### config.mk
export PLATFORM = sky130hd
export DESIGN_NAME = port_b_upper_pin_function_select
export DESIGN_NICKNAME = d
export VERILOG_FILES = /design/src/hdl/pinmux_pkg.sv /design/src/hdl/port_b_upper_pin_function_select.sv
export SDC_FILE = /design/constraint.sdc
export NUM_CORES = 1
export LEC_CHECK = 0
export ABC_AREA = 0
export ABC_CLOCK_PERIOD_IN_PS = 4250
export BUFFER_PORTS_ARGS = -buffer_cell sky130_fd_sc_hd__buf_2
export CAP_MARGIN = 20
export CORE_MARGIN = 10
export CORE_UTILIZATION = 49
export DETAILED_ROUTE_END_ITERATION = 12
export PLACE_DENSITY = 0.84
export SLEW_MARGIN = 20
export SYNTH_ARGS = -nofsm -noshare
export SYNTH_HDL_FRONTEND = slang
export SYNTH_SLANG_ARGS = --single-unit
### constraint.sdc
create_clock -name clk_sys_i -period 4.25 [get_ports clk_sys_i]
set_clock_uncertainty 0.2 [all_clocks]
set_input_delay 0.2125 -clock clk_sys_i [delete_from_list [all_inputs] [get_ports clk_sys_i]]
set_output_delay 0.2125 -clock clk_sys_i [all_outputs]
set_load 0.03 [all_outputs]
### src/hdl/pinmux_pkg.sv
/*
 * Constants for the port B upper pin-function selector: register offsets,
 * field positions, mode encodings and reset values.
 * Assumes a 32-bit APB register bus; offsets are byte addresses.
 */
package pinmux_pkg;
	localparam logic [7:0] FUNC_SELECT_OFFSET = 8'h00;
	localparam logic [7:0] PORT_DATA_OFFSET = 8'h04;
	localparam logic [7:0] PORT_DIR_OFFSET = 8'h08;
	localparam logic [7:0] PORT_LEVEL_OFFSET = 8'h0C;
	localparam int FIELD_PIN8_POS = 0;
	localparam int FIELD_PIN9_POS = 4;
	localparam int FIELD_PIN10_POS = 8;
	localparam int FIELD_PIN11_POS = 12;
	localparam logic [15:0] FIELD_MASK = 16'h3333;
	localparam logic [1:0] MODE_GP = 2'h0;
	localparam logic [1:0] MODE_ADDR = 2'h1;
	localparam logic [1:0] MODE_TIMER = 2'h2;
	localparam logic [1:0] MODE_BAD = 2'h3;
	localparam logic [15:0] FUNC_RESET_BOOT0 = 16'h1111;
	localparam logic [15:0] FUNC_RESET_OTHER = 16'h0000;
	localparam logic [3:0] DATA_RESET = 4'h0;
	localparam logic [3:0] DIR_RESET = 4'h0;
endpackage

### src/hdl/port_b_upper_pin_function_select.sv
/*
 * Pin-function selector for port B pins 8 to 11, with data, direction and
 * live-level registers on APB.
 * Assumes boot_mode_i is stable around reset; pin levels are asynchronous.
 * Assumes the APB master keeps address and data steady through the access
 * phase; the slave never stretches a transfer.
 */
// Behaviour
// - boot mode 0: pin 11 field only accepts 01, address line 11, reset 01
// - boot modes 1-3: pin 11 field 00 port, 01 address, 10 timer B
// - boot mode 0: pin 10 field only accepts 01, address line 10, reset 01
// - boot modes 1-3: pin 10 field 00 port, 01 address, 10 timer A
// - reserved bit pairs read zero; software writes zero
// - port and timer functions take direction from direction register
// - data register, live pin level register, function and direction registers
// - pins 10 and 11 each routed to exactly one function by its field; pins 8 and 9 stay port bits
`timescale 1ns/1ps
module port_b_upper_pin_function_select
	import pinmux_pkg::*;
(
	input wire logic clk_sys_i,
	input wire logic rst_i,
	input wire logic [1:0] boot_mode_i,
	input wire logic psel_i,
	input wire logic penable_i,
	input wire logic pwrite_i,
	input wire logic [7:0] paddr_i,
	input wire logic [31:0] pwdata_i,
	output logic [31:0] prdata_o,
	output logic pready_o,
	output logic pslverr_o,
	input wire logic [3:0] pin_in_i,
	output logic [3:0] pin_out_o,
	output logic [3:0] pin_oe_o,
	input wire logic [1:0] ext_addr_line_i,
	input wire logic [1:0] timer2_out_i,
	input wire logic [1:0] timer2_oe_i,
	output logic [1:0] timer2_in_o,
	output logic [3:0] pin8_9_mode_o
);
	logic [15:0] port_b_high_function_select;
	logic [3:0] port_data;
	logic [3:0] port_dir;
	logic [3:0] pin_s1;
	logic [3:0] pin_s2;
	logic [3:0] pin_s3;
	logic [3:0] pin_level;
	logic boot0;
	logic wr_en;
	logic hit;
	logic [1:0] pin10_function_field;
	logic [1:0] pin11_function_field;
	logic [3:0] next_pin_out;
	logic [3:0] next_pin_oe;
	logic pin11_code_ok;
	logic pin10_code_ok;

	assign boot0 = (boot_mode_i == 2'h0);
	assign wr_en = psel_i & penable_i & pwrite_i;
	// zero wait: every register answers in the first access cycle
	assign pready_o = 1'b1;
	// unmapped offsets flag an error and change nothing
	assign hit = (paddr_i == FUNC_SELECT_OFFSET) || (paddr_i == PORT_DATA_OFFSET) ||
		(paddr_i == PORT_DIR_OFFSET) || (paddr_i == PORT_LEVEL_OFFSET);
	assign pslverr_o = psel_i & penable_i & ~hit;
	assign pin10_function_field = port_b_high_function_select[FIELD_PIN10_POS +: 2];
	assign pin11_function_field = port_b_high_function_select[FIELD_PIN11_POS +: 2];
	assign pin8_9_mode_o = {port_b_high_function_select[FIELD_PIN9_POS +: 2],
		port_b_high_function_select[FIELD_PIN8_POS +: 2]};

	// boot 1-3: any code but 11 on pin 11
	// boot 0: only the address code on pin 11
	assign pin11_code_ok = (pwdata_i[FIELD_PIN11_POS +: 2] != MODE_BAD) &&
		(!boot0 || pwdata_i[FIELD_PIN11_POS +: 2] == MODE_ADDR);
	// boot 1-3: any code but 11 on pin 10
	// boot 0: only the address code on pin 10
	assign pin10_code_ok = (pwdata_i[FIELD_PIN10_POS +: 2] != MODE_BAD) &&
		(!boot0 || pwdata_i[FIELD_PIN10_POS +: 2] == MODE_ADDR);

	// field update; a prohibited code leaves that field alone
	always_ff @(posedge clk_sys_i) begin
		if (rst_i) begin
			port_b_high_function_select <= boot0 ? FUNC_RESET_BOOT0 : FUNC_RESET_OTHER;
		end else if (wr_en && paddr_i == FUNC_SELECT_OFFSET) begin
			// reject prohibited codes
			// reserved pairs are never written, so they stay at their reset zero
			// boot 0 only 01 on pin 11
			if (pin11_code_ok) begin
				port_b_high_function_select[FIELD_PIN11_POS +: 2] <= pwdata_i[FIELD_PIN11_POS +: 2];
			end
			// boot 0 only 01 on pin 10
			if (pin10_code_ok) begin
				port_b_high_function_select[FIELD_PIN10_POS +: 2] <= pwdata_i[FIELD_PIN10_POS +: 2];
			end
			// plain storage fields
			// no encoding known for these, so every code is kept as written
			port_b_high_function_select[FIELD_PIN9_POS +: 2] <= pwdata_i[FIELD_PIN9_POS +: 2];
			port_b_high_function_select[FIELD_PIN8_POS +: 2] <= pwdata_i[FIELD_PIN8_POS +: 2];
		end
	end

	always_ff @(posedge clk_sys_i) begin
		if (rst_i) begin
			port_data <= DATA_RESET;
		end else if (wr_en && paddr_i == PORT_DATA_OFFSET) begin
			port_data <= pwdata_i[3:0];
		end
	end

	// direction register, 1 drives the pad
	always_ff @(posedge clk_sys_i) begin
		if (rst_i) begin
			port_dir <= DIR_RESET;
		end else if (wr_en && paddr_i == PORT_DIR_OFFSET) begin
			port_dir <= pwdata_i[3:0];
		end
	end

	// three stages; level changes when stages two and three agree
	// stage one may go metastable, so only stages two and three are read
	always_ff @(posedge clk_sys_i) begin
		if (rst_i) begin
			pin_s1 <= 4'h0;
			pin_s2 <= 4'h0;
			pin_s3 <= 4'h0;
			pin_level <= 4'h0;
		end else begin
			pin_s1 <= pin_in_i;
			pin_s2 <= pin_s1;
			pin_s3 <= pin_s2;
			pin_level <= (pin_s2 & pin_s3) | (pin_level & (pin_s2 | pin_s3));
		end
	end

	// read data registered; answer on the access cycle of a zero-wait transfer
	// loaded in setup so the output is a flop, at the cost of a setup-time read
	always_ff @(posedge clk_sys_i) begin
		if (rst_i) begin
			prdata_o <= 32'h0000_0000;
		end else if (psel_i && !penable_i && !pwrite_i) begin
			if (paddr_i == FUNC_SELECT_OFFSET) begin
				prdata_o <= {16'h0000, port_b_high_function_select & FIELD_MASK};
			end else if (paddr_i == PORT_DATA_OFFSET) begin
				prdata_o <= {28'h0000000, port_data};
			end else if (paddr_i == PORT_DIR_OFFSET) begin
				prdata_o <= {28'h0000000, port_dir};
			end else if (paddr_i == PORT_LEVEL_OFFSET) begin
				prdata_o <= {28'h0000000, pin_level};
			end else begin
				prdata_o <= 32'h0000_0000;
			end
		end
	end

	always_comb begin
		next_pin_out = port_data;
		next_pin_oe = port_dir;
		// pin 10 function by its field
		case (pin10_function_field)
			MODE_ADDR: begin
				// address lines drive regardless of what the direction register says
				next_pin_out[2] = ext_addr_line_i[0];
				next_pin_oe[2] = 1'b1;
			end
			MODE_TIMER: begin
				next_pin_out[2] = timer2_out_i[0];
				next_pin_oe[2] = port_dir[2] & timer2_oe_i[0];
			end
			default: begin
				next_pin_out[2] = port_data[2];
				next_pin_oe[2] = port_dir[2];
			end
		endcase
		// pin 11 function by its field
		case (pin11_function_field)
			MODE_ADDR: begin
				// address lines drive regardless of what the direction register says
				next_pin_out[3] = ext_addr_line_i[1];
				next_pin_oe[3] = 1'b1;
			end
			MODE_TIMER: begin
				next_pin_out[3] = timer2_out_i[1];
				next_pin_oe[3] = port_dir[3] & timer2_oe_i[1];
			end
			default: begin
				next_pin_out[3] = port_data[3];
				next_pin_oe[3] = port_dir[3];
			end
		endcase
	end

	// pins 8 and 9 functions undefined here: kept as port bits
	// pads released during reset; address pins drive one edge after it
	always_ff @(posedge clk_sys_i) begin
		if (rst_i) begin
			pin_out_o <= 4'h0;
			pin_oe_o <= 4'h0;
		end else begin
			pin_out_o <= next_pin_out;
			pin_oe_o <= next_pin_oe;
		end
	end

	// timer sees the pin only in timer mode
	always_ff @(posedge clk_sys_i) begin
		if (rst_i) begin
			timer2_in_o <= 2'h0;
		end else begin
			timer2_in_o[0] <= (pin10_function_field == MODE_TIMER) & pin_level[2];
			timer2_in_o[1] <= (pin11_function_field == MODE_TIMER) & pin_level[3];
		end
	end
endmodule

[Word-level counts from Yosys, hierarchy flattened]
Cells that the tools add are included.
Word-level totals
  bits of input ports: 57
  output and inout bits: 48
  bits in registers: 74
Operators by class
  eq/ne operators: 11
  multiplexer cells: 19
  reduce and logical (&&, ||, !) cells: 22
  bitwise logic cells: 12
Operator list (number)
  two-way mux 2 bit: 10
  == test 8 x 4 -> 1 bit (second input constant): 2
  two-way mux 14 bit: 1
  two-way mux 13 bit: 1
  two-way mux 4 bit: 3
  bitwise AND 4 bit: 2
  == test 2 x 1 -> 1 bit (second input constant): 4
  == test 8 x 3 -> 1 bit (second input constant): 1
  zero test 8 bit: 1
  bitwise OR 4 bit: 2
  one-hot mux 1 bit (2 select lines): 4
  bitwise AND 1 bit: 7
  logical AND 1 bit: 7
  nonzero test 2 bit: 3
  logical OR 1 bit: 5
  == test 2 bit (second input constant): 2
  inequality test 2 bit (second input constant): 2
  AND reduction 2 bit: 2
  zero test 1 bit: 3
  zero test 2 bit: 1
  inverter 1 bit: 1

[Longest topological paths before layout]
Gate-level depths: netlist (run 1).
  depth in word-level cells: 7
  depth in mapped cells: 5
  mapped depth without buffers: 5

[Worst setup path after synthesis (run 1)]
Ideal clock, no wire load.
  kind: input-to-reg
  start: input port paddr_i[2]
  end: register port_b_high_function_select[0] (enable)
  data arrival time: 1.046 ns
  stages on the path: 4
  path slack: 2.706 ns
  path buffers: 1
  setup time: 0.297 ns
  required time: 3.753 ns
  cells stage by stage: clkbuf_2 nor2_1 and4_2 or2_2
Between the ends
  longest elaborated chain between the ends: 3
Ends and longest elaborated chain
  start, declared: line port_b_upper_pin_function_select.sv:27  | input wire logic [7:0] paddr_i,
  zero test 8 bit: line port_b_upper_pin_function_select.sv:84  | end else if (wr_en && paddr_i == FUNC_SELECT_OFFSET) begin
  logical AND 1 bit: line port_b_upper_pin_function_select.sv:84
  nonzero test 2 bit (no source line)
  end signal, assigned: line port_b_upper_pin_function_select.sv:83  | port_b_high_function_select <= boot0 ? FUNC_RESET_BOOT0 : FUNC_RESET_OTHER;
  end signal, assigned by index: line port_b_upper_pin_function_select.sv:89  | port_b_high_function_select[FIELD_PIN11_POS +: 2] <= pwdata_i[FIELD_PIN11_POS +: 2];
  end signal, assigned by index: line port_b_upper_pin_function_select.sv:93  | port_b_high_function_select[FIELD_PIN10_POS +: 2] <= pwdata_i[FIELD_PIN10_POS +: 2];
  end, declared: line port_b_upper_pin_function_select.sv:41  | logic [15:0] port_b_high_function_select;
No other way between the ends.
A chain may end at the register's enable or synchronous reset.

==> results.cfg, run 1 <==
[route]
ant_nets = 0
viasPerCell = 4.876
avgRoutedWirePerCell_um = 14.06
vias = 1570
drtIter0Drc = 70
drt-total-wl_um = 4527
drt_pass1_iterations = 4
drc = 0

[placed_design]
port_buffers = 59
place_hpwl_um = 3586
placed_area_um2 = 2427
place_congestion = 0.8000

[setup_path]
rr_startpoint = port_b_high_function_select[8]$_DFFE_PP_
cp-startpoint = rst_i
crit_required_ns = 4.24
slowest_delay_ns = 0.55
path_cells = buf_2 > nor4b_1 > and3_1 > a32o_1
cp-start-kind = input port
arrival_ns = 1.53
path_class = input port to register
slowest_stage = buf_2
r2r-end = pin_oe_o[2]$_SDFF_PP0_
r2r_cells = 5
crit_buf_inv = 1
critPathTopFamily = buffers and inverters
endpoint_kind = register
r2r_setup_slack_ns = 2.74
critical_path.max_fanout = 46

[clocking]
path_clk_slew_ns = 0.09
insertion_delay_ns = 0.30
clk_path_buf_depth = 2
ctsResizeCount = 0
cts_sinks = 52
clock-root-buffer = clkbuf_8
numCtsBuffers = 5
h-tree-depth = 2
cts_tree = yes

[timing]
fin_crit_ns = 1.533
setup-tns-final_ns = 0
hold_viol = 0
fin_crit_sh = 0.3608
fmax_ghz = 0.6521
worst_pin_slew_ns = 0.8053
setup_viol = 0
grt_setup_unrepaired = no
maxSlewHeadroom = 0.4631
final_max_slew_viol_count = 0

[yosys]
synth.distinct_cells = 31
yosys-top-cells-area = dfxtp_1, edfxtp_1, buf_4, nor2b_1, a32o_1
ys.warnings.count = 0
ys_seq_elements = 52
yosys.area.top_type = dfxtp_1
synth_edf_count = 8
async_reset_ff_frac = 0
synth_seq_area_share = 0.5042
synth_top_area_frac = 0.3962
syn-instance-count = 211
syn_area_per_cell_um2 = 10.54
synth_ff_type = dfxtp_1
synth_area_um2 = 2223

[grt]
track_usage = 0.1180
grt_pass1_wl_um = 7279
grt_pass1_vias = 1550
antenna_found_initial = 0
grt_max_degree = 47
grt_overflow = 0

[die]
initial_core_util = 0.5071
die_h_um = 87.36
core_region_area_um2 = 4384
pin_count = 105
die_x_um = 87.36
dieArea_um2 = 7632
row_count = 24

[worst_hold_path]
hold_path_class = input port to register
hp-start = pwdata_i[2]
whs_path_depth = 3
worst_hold_path.endpoint = port_data[2]$_SDFFE_PP0P_

[finish]
drive_gt1_frac = 0.2815
fin_nets = 330
antenna_cells = 0
stdcell_area_um2 = 2585
utilization = 0.5896
area_delta_synth_final_pct = 16.26

[power_and_ir_drop]
peakVddDrop_v = 0.0001588
leakagePower_uw = 0.001232
power.density_nw_per_um2 = 374.8

[run_status]
status = completed

[job]
cap_violations = 0
==> synth_stat cells (6+ instances only) <==
library cell / n
dfxtp_1: 44
buf_4: 28
nor2b_1: 23
a21oi_1: 10
inv_1: 9
nand2b_1: 9
edfxtp_1: 8
nand2_1: 8
nor2_1: 7
o21ai_0: 7
a22o_1: 6
a32o_1: 6
mux2i_1: 6
==> worst max-delay path by stage <==
stage / end / depth (start not counted)
final: prdata_o[4]$_SDFFE_PP0P_ / 4
after detailed placement: prdata_o[4]$_SDFFE_PP0P_ / 4
after CTS: prdata_o[4]$_SDFFE_PP0P_ / 4
after global placement: prdata_o[12]$_SDFFE_PP0P_ / 4
after global routing: prdata_o[4]$_SDFFE_PP0P_ / 4
after floorplan: port_b_high_function_select[0]$_DFFE_PP_ / 4
==> power breakdown <==
part / switching (uW) / internal (uW)
logic: 81.7 / 41.4
registers: 7.32 / 514
clock network: 149 / 175
total: 238 / 731
==> logic make-up after synthesis <==
kind of cell,after synthesis,synth area share
AOI/OAI and AO/OA,35,0.1103
muxes,12,0.06753
other,2,0.003378
and+or+nand+nor,63,0.1711
buffers and inverters,43,0.1210
adders and majority gates,4,0.02251
DFF,52,0.5042
==> routing by layer <==
layer  vias to the layer above  wire length, um  track usage
met5                         -                0            0
met4                         0               41      0.04203
met3                         5              548      0.06273
met2                        64             2060       0.1832
met1                       707             1877       0.1344
li1                        794                -            -
==> flip-flops by register name, summed over array words and instances, names as in the netlist <==
signal / count
pin_level: 4
pin_out_o: 4
pin_s1: 4
pin_s2: 4
port_dir: 4
prdata_o: 10
pin_s3: 4
pin_oe_o: 4
port_data: 4
timer2_in_o: 2
port_b_high_function_select: 8
==> through the flow <==
stage	std cells	worst slack, ns	hold slack, ns	total power, uW
after CTS	322	2.706	0.00002820	980.0
after floorplan	232	2.706	0.1407	636.8
after global placement	309	2.395	0.2168	648.7
after detailed placement	309	2.378	0.2212	652.5
after global routing	322	2.569	0.01266	1015
final	322	2.717	0.001500	968.9
==> placed cells by master, fill, tap and decap left out, types with 2 or more instances in the layout <==
master | netlist | routed
a221oi_1 | 2 | 2
edfxtp_1 | 8 | 8
buf_2 | 1 | 59
nor2_1 | 7 | 7
mux2_2 | 4 | 4
nand2b_1 | 9 | 9
and4_2 | 2 | 2
conb_1 | 2 | 23
and3_1 | 2 | 2
o21ai_0 | 7 | 7
dfxtp_1 | 44 | 44
mux4_2 | 2 | 2
inv_1 | 9 | 9
nand4_1 | 3 | 3
nand2_1 | 8 | 8
clkbuf_8 | 0 | 5
dlygate4sd3_1 | 0 | 5
nor2b_1 | 23 | 23
a21oi_1 | 10 | 10
a32o_1 | 6 | 6
nor3_1 | 4 | 4
mux2i_1 | 6 | 6
ha_1 | 4 | 4
a22o_1 | 6 | 6
a21o_1 | 4 | 4
==> tightest hold or removal path, delay by kind of cell <==
kind | cells | cell delay [ns]
buffers and inverters | 1 | 0.10
AND/OR/NAND/NOR | 1 | 0.08
multiplexers | 1 | 0.07
==> cell type report <==
type / count / area [um2]
Clock buffer: 6 / 72.57
Inverter: 9 / 33.78
Clock inverter: 2 / 35.03
Fill cell: 382 / 1799
Tap cell: 52 / 65.06
Multi-Input combinational cell: 137 / 912.1
Timing Repair Buffer: 64 / 345.3
Sequential cell: 52 / 1121
==> repair_timing <==
item	CTS	global route
setup endpoints to repair	0	0
hold buffers	5	0
hold endpoints to repair	5	0
buffers inserted	0	0
No activity file was read; power rests on OpenSTA's default activity.
==> inputs of run 2 (changes only) <==
--- a/config.mk
+++ b/config.mk
@@ -6,13 +6,13 @@
 export NUM_CORES = 1
 export LEC_CHECK = 0
 export ABC_AREA = 0
-export ABC_CLOCK_PERIOD_IN_PS = 4250
+export ABC_CLOCK_PERIOD_IN_PS = 1400
 export BUFFER_PORTS_ARGS = -buffer_cell sky130_fd_sc_hd__buf_2
 export CAP_MARGIN = 20
 export CORE_MARGIN = 10
-export CORE_UTILIZATION = 49
+export CORE_UTILIZATION = 41
 export DETAILED_ROUTE_END_ITERATION = 12
-export PLACE_DENSITY = 0.84
+export PLACE_DENSITY = 0.75
 export SLEW_MARGIN = 20
 export SYNTH_ARGS = -nofsm -noshare
 export SYNTH_HDL_FRONTEND = slang
==> constraint.sdc (replaced) <==
create_clock -name clk_sys_i -period 1.4 [get_ports clk_sys_i]
set_clock_uncertainty 0.2 [all_clocks]
set_input_delay 0.07 -clock clk_sys_i [delete_from_list [all_inputs] [get_ports clk_sys_i]]
set_output_delay 0.07 -clock clk_sys_i [all_outputs]
set_load 0.03 [all_outputs]
==> results.cfg, run 2 (synthesis gave the netlist of run 1 again) <==
[finish]
top_register = prdata_o
fin_cells = 376
final_cell_mix = buf_2, dfxtp_1, conb_1
area_delta_synth_final_pct = 35.90
multi_input_area_um2 = 984.7
reg.largest.list = prdata_o (10), port_b_high_function_select (8)
drive_gt1_frac = 0.3607
largest_reg_flops = 10
fillers = 410
seq_area_um2 = 1121
final_common_cell = buf_2
stdcell_area_um2 = 3022
fin_nets = 365

[setup_path]
endpoint_kind = register
critical_path.max_fanout = 4
crit_required_ns = 1.41
arrival_ns = 1.42
cp-start-kind = register
path_class = register to register

[power_and_ir_drop]
power.density_nw_per_um2 = 1044
fin_total_pwr_uw = 3154
leakagePower_uw = 0.001404
p_clk_frac = 0.333
power_switching_uw = 828.7
internal-power_uw = 2325
switching_share = 0.2628
p_comb_frac = 0.164
peakVddDrop_v = 0.0004066
sequentialPowerShare = 0.503

[grt]
grt_overflow = 0
grt_pass1_vias = 1894
track_usage = 0.1211
grt_max_degree = 42
grt_pass1_wl_um = 8493
antenna_found_initial = 1

[route]
ant_nets = 0
viasPerCell = 4.737
drt-total-wl_um = 5442
drc = 0
drtIter0Drc = 53
vias = 1781
drt_pass1_iterations = 4
avgRoutedWirePerCell_um = 14.47

[die]
pin_count = 105
row_count = 26
initial_core_util = 0.4298
die_h_um = 93.64
core_region_area_um2 = 5172
die_x_um = 93.64
dieArea_um2 = 8768

[clocking]
clock-root-buffer = clkbuf_8
cts_sinks = 52
path_clk_slew_ns = 0.10
h-tree-depth = 2
numCtsBuffers = 5
cts_tree = yes
clk_path_buf_depth = 2
insertion_delay_ns = 0.31

[timing]
fin_hold_ws_ns = 0.01079
fin_crit_sh = 1.009
fin_crit_ns = 1.412
maxSlewHeadroom = 0.4850
worst_pin_slew_ns = 0.7726
fmax_ghz = 0.7080
final_max_slew_viol_count = 0
hold_viol = 0
grt_setup_unrepaired = yes
setup_viol = 1
fin_ws_ns = -0.01238
setup-tns-final_ns = -0.01238

[job]
cap_violations = 0

[placed_design]
place_congestion = 0.8329
placed_area_um2 = 2577
place_hpwl_um = 3834
dp.cells = 342
port_buffers = 59

[run_status]
status = complete, but fails checks
violations = setup timing

[worst_hold_path]
hold_path_class = input port to register
## run 2: changes by cell type in the layout (fill, tap and decap cells not counted), moves of 3 or more
cell and delta:
dlygate4sd3_1 +17, buf_4 +14, ha_1 -4, inv_1 -4, buf_6 +3, ha_4 +3, inv_2 +3
## run 2: what timing repair did
action                     4_1_cts  5_1_grt
pin swaps                        0        9
buffers inserted                 1        2
gates resized for setup          5       14
hold endpoints to repair        22        0
hold buffers                    22        0
setup endpoints to repair        2        6
## run 2: stage by stage
| step | setup WS [ns] | utilization |
|---|---|---|
| after CTS | -0.0007675 | 0.5718 |
| after global routing | -0.06067 | 0.5837 |
| after detailed placement | -0.02978 | 0.4983 |
| after floorplan | 0.05364 | - |
| after global placement | -0.01623 | 0.4983 |
| final | -0.01238 | 0.5842 |
## run 2: worst max-delay path, stage by stage, from the launching register on
cell and delay (ns):
edfxtp_1 0.48, inv_2 0.10, ha_4 0.21, a21o_1 0.16, a21oi_2 0.11, nor2_1 0.04
## run 2: per-layer routing
layer | vias to the layer above | GRT usage | routed length (um)
met5 | - | 0 | 0
met4 | 0 | 0.04937 | 126
met3 | 11 | 0.05596 | 490
met2 | 70 | 0.2100 | 2647
met1 | 833 | 0.1236 | 2177
li1 | 867 | - | -
## run 2: power groups by stage
stage | clock, uW | sequential, uW | combinational (uW)
3_3_place_gp | 0 | 1610 | 392
5_1_grt | 1120 | 1590 | 562
6_report | 1050 | 1590 | 518
3_5_place_dp | 0 | 1620 | 396
2_1_floorplan | 0 | 1630 | 302
4_1_cts | 1070 | 1580 | 473
## run 2: area by class of cell
| type | count | share of cell area |
|---|---|---|
| timing repair buffer | 99 | 0.2232 |
| antenna | 1 | 0.0008282 |
| multi-input combinational | 137 | 0.3259 |
| clock inverter | 3 | 0.01532 |
| inverter | 9 | 0.01201 |
| sequential | 52 | 0.3710 |
| clock buffer | 5 | 0.02277 |
| tap | 70 | 0.02899 |
## run 2: path summary, 6_finish.rpt
| kind | start | endpoint | depth (start not counted) | slack (ns) |
|---|---|---|---|---|
| hold / removal | rst_i | pin_level[2]$_SDFF_PP0_ | 3 | 0.01 |
| setup / recovery | port_b_high_function_select[8]$_DFFE_PP_ | pin_oe_o[2]$_SDFF_PP0_ | 5 | -0.01 |
| setup reg to reg | port_b_high_function_select[8]$_DFFE_PP_ | pin_oe_o[2]$_SDFF_PP0_ | 5 | -0.01 |
| hold reg to reg | pin_s1[3]$_SDFF_PP0_ | pin_s2[3]$_SDFF_PP0_ | 1 | 0.24 |
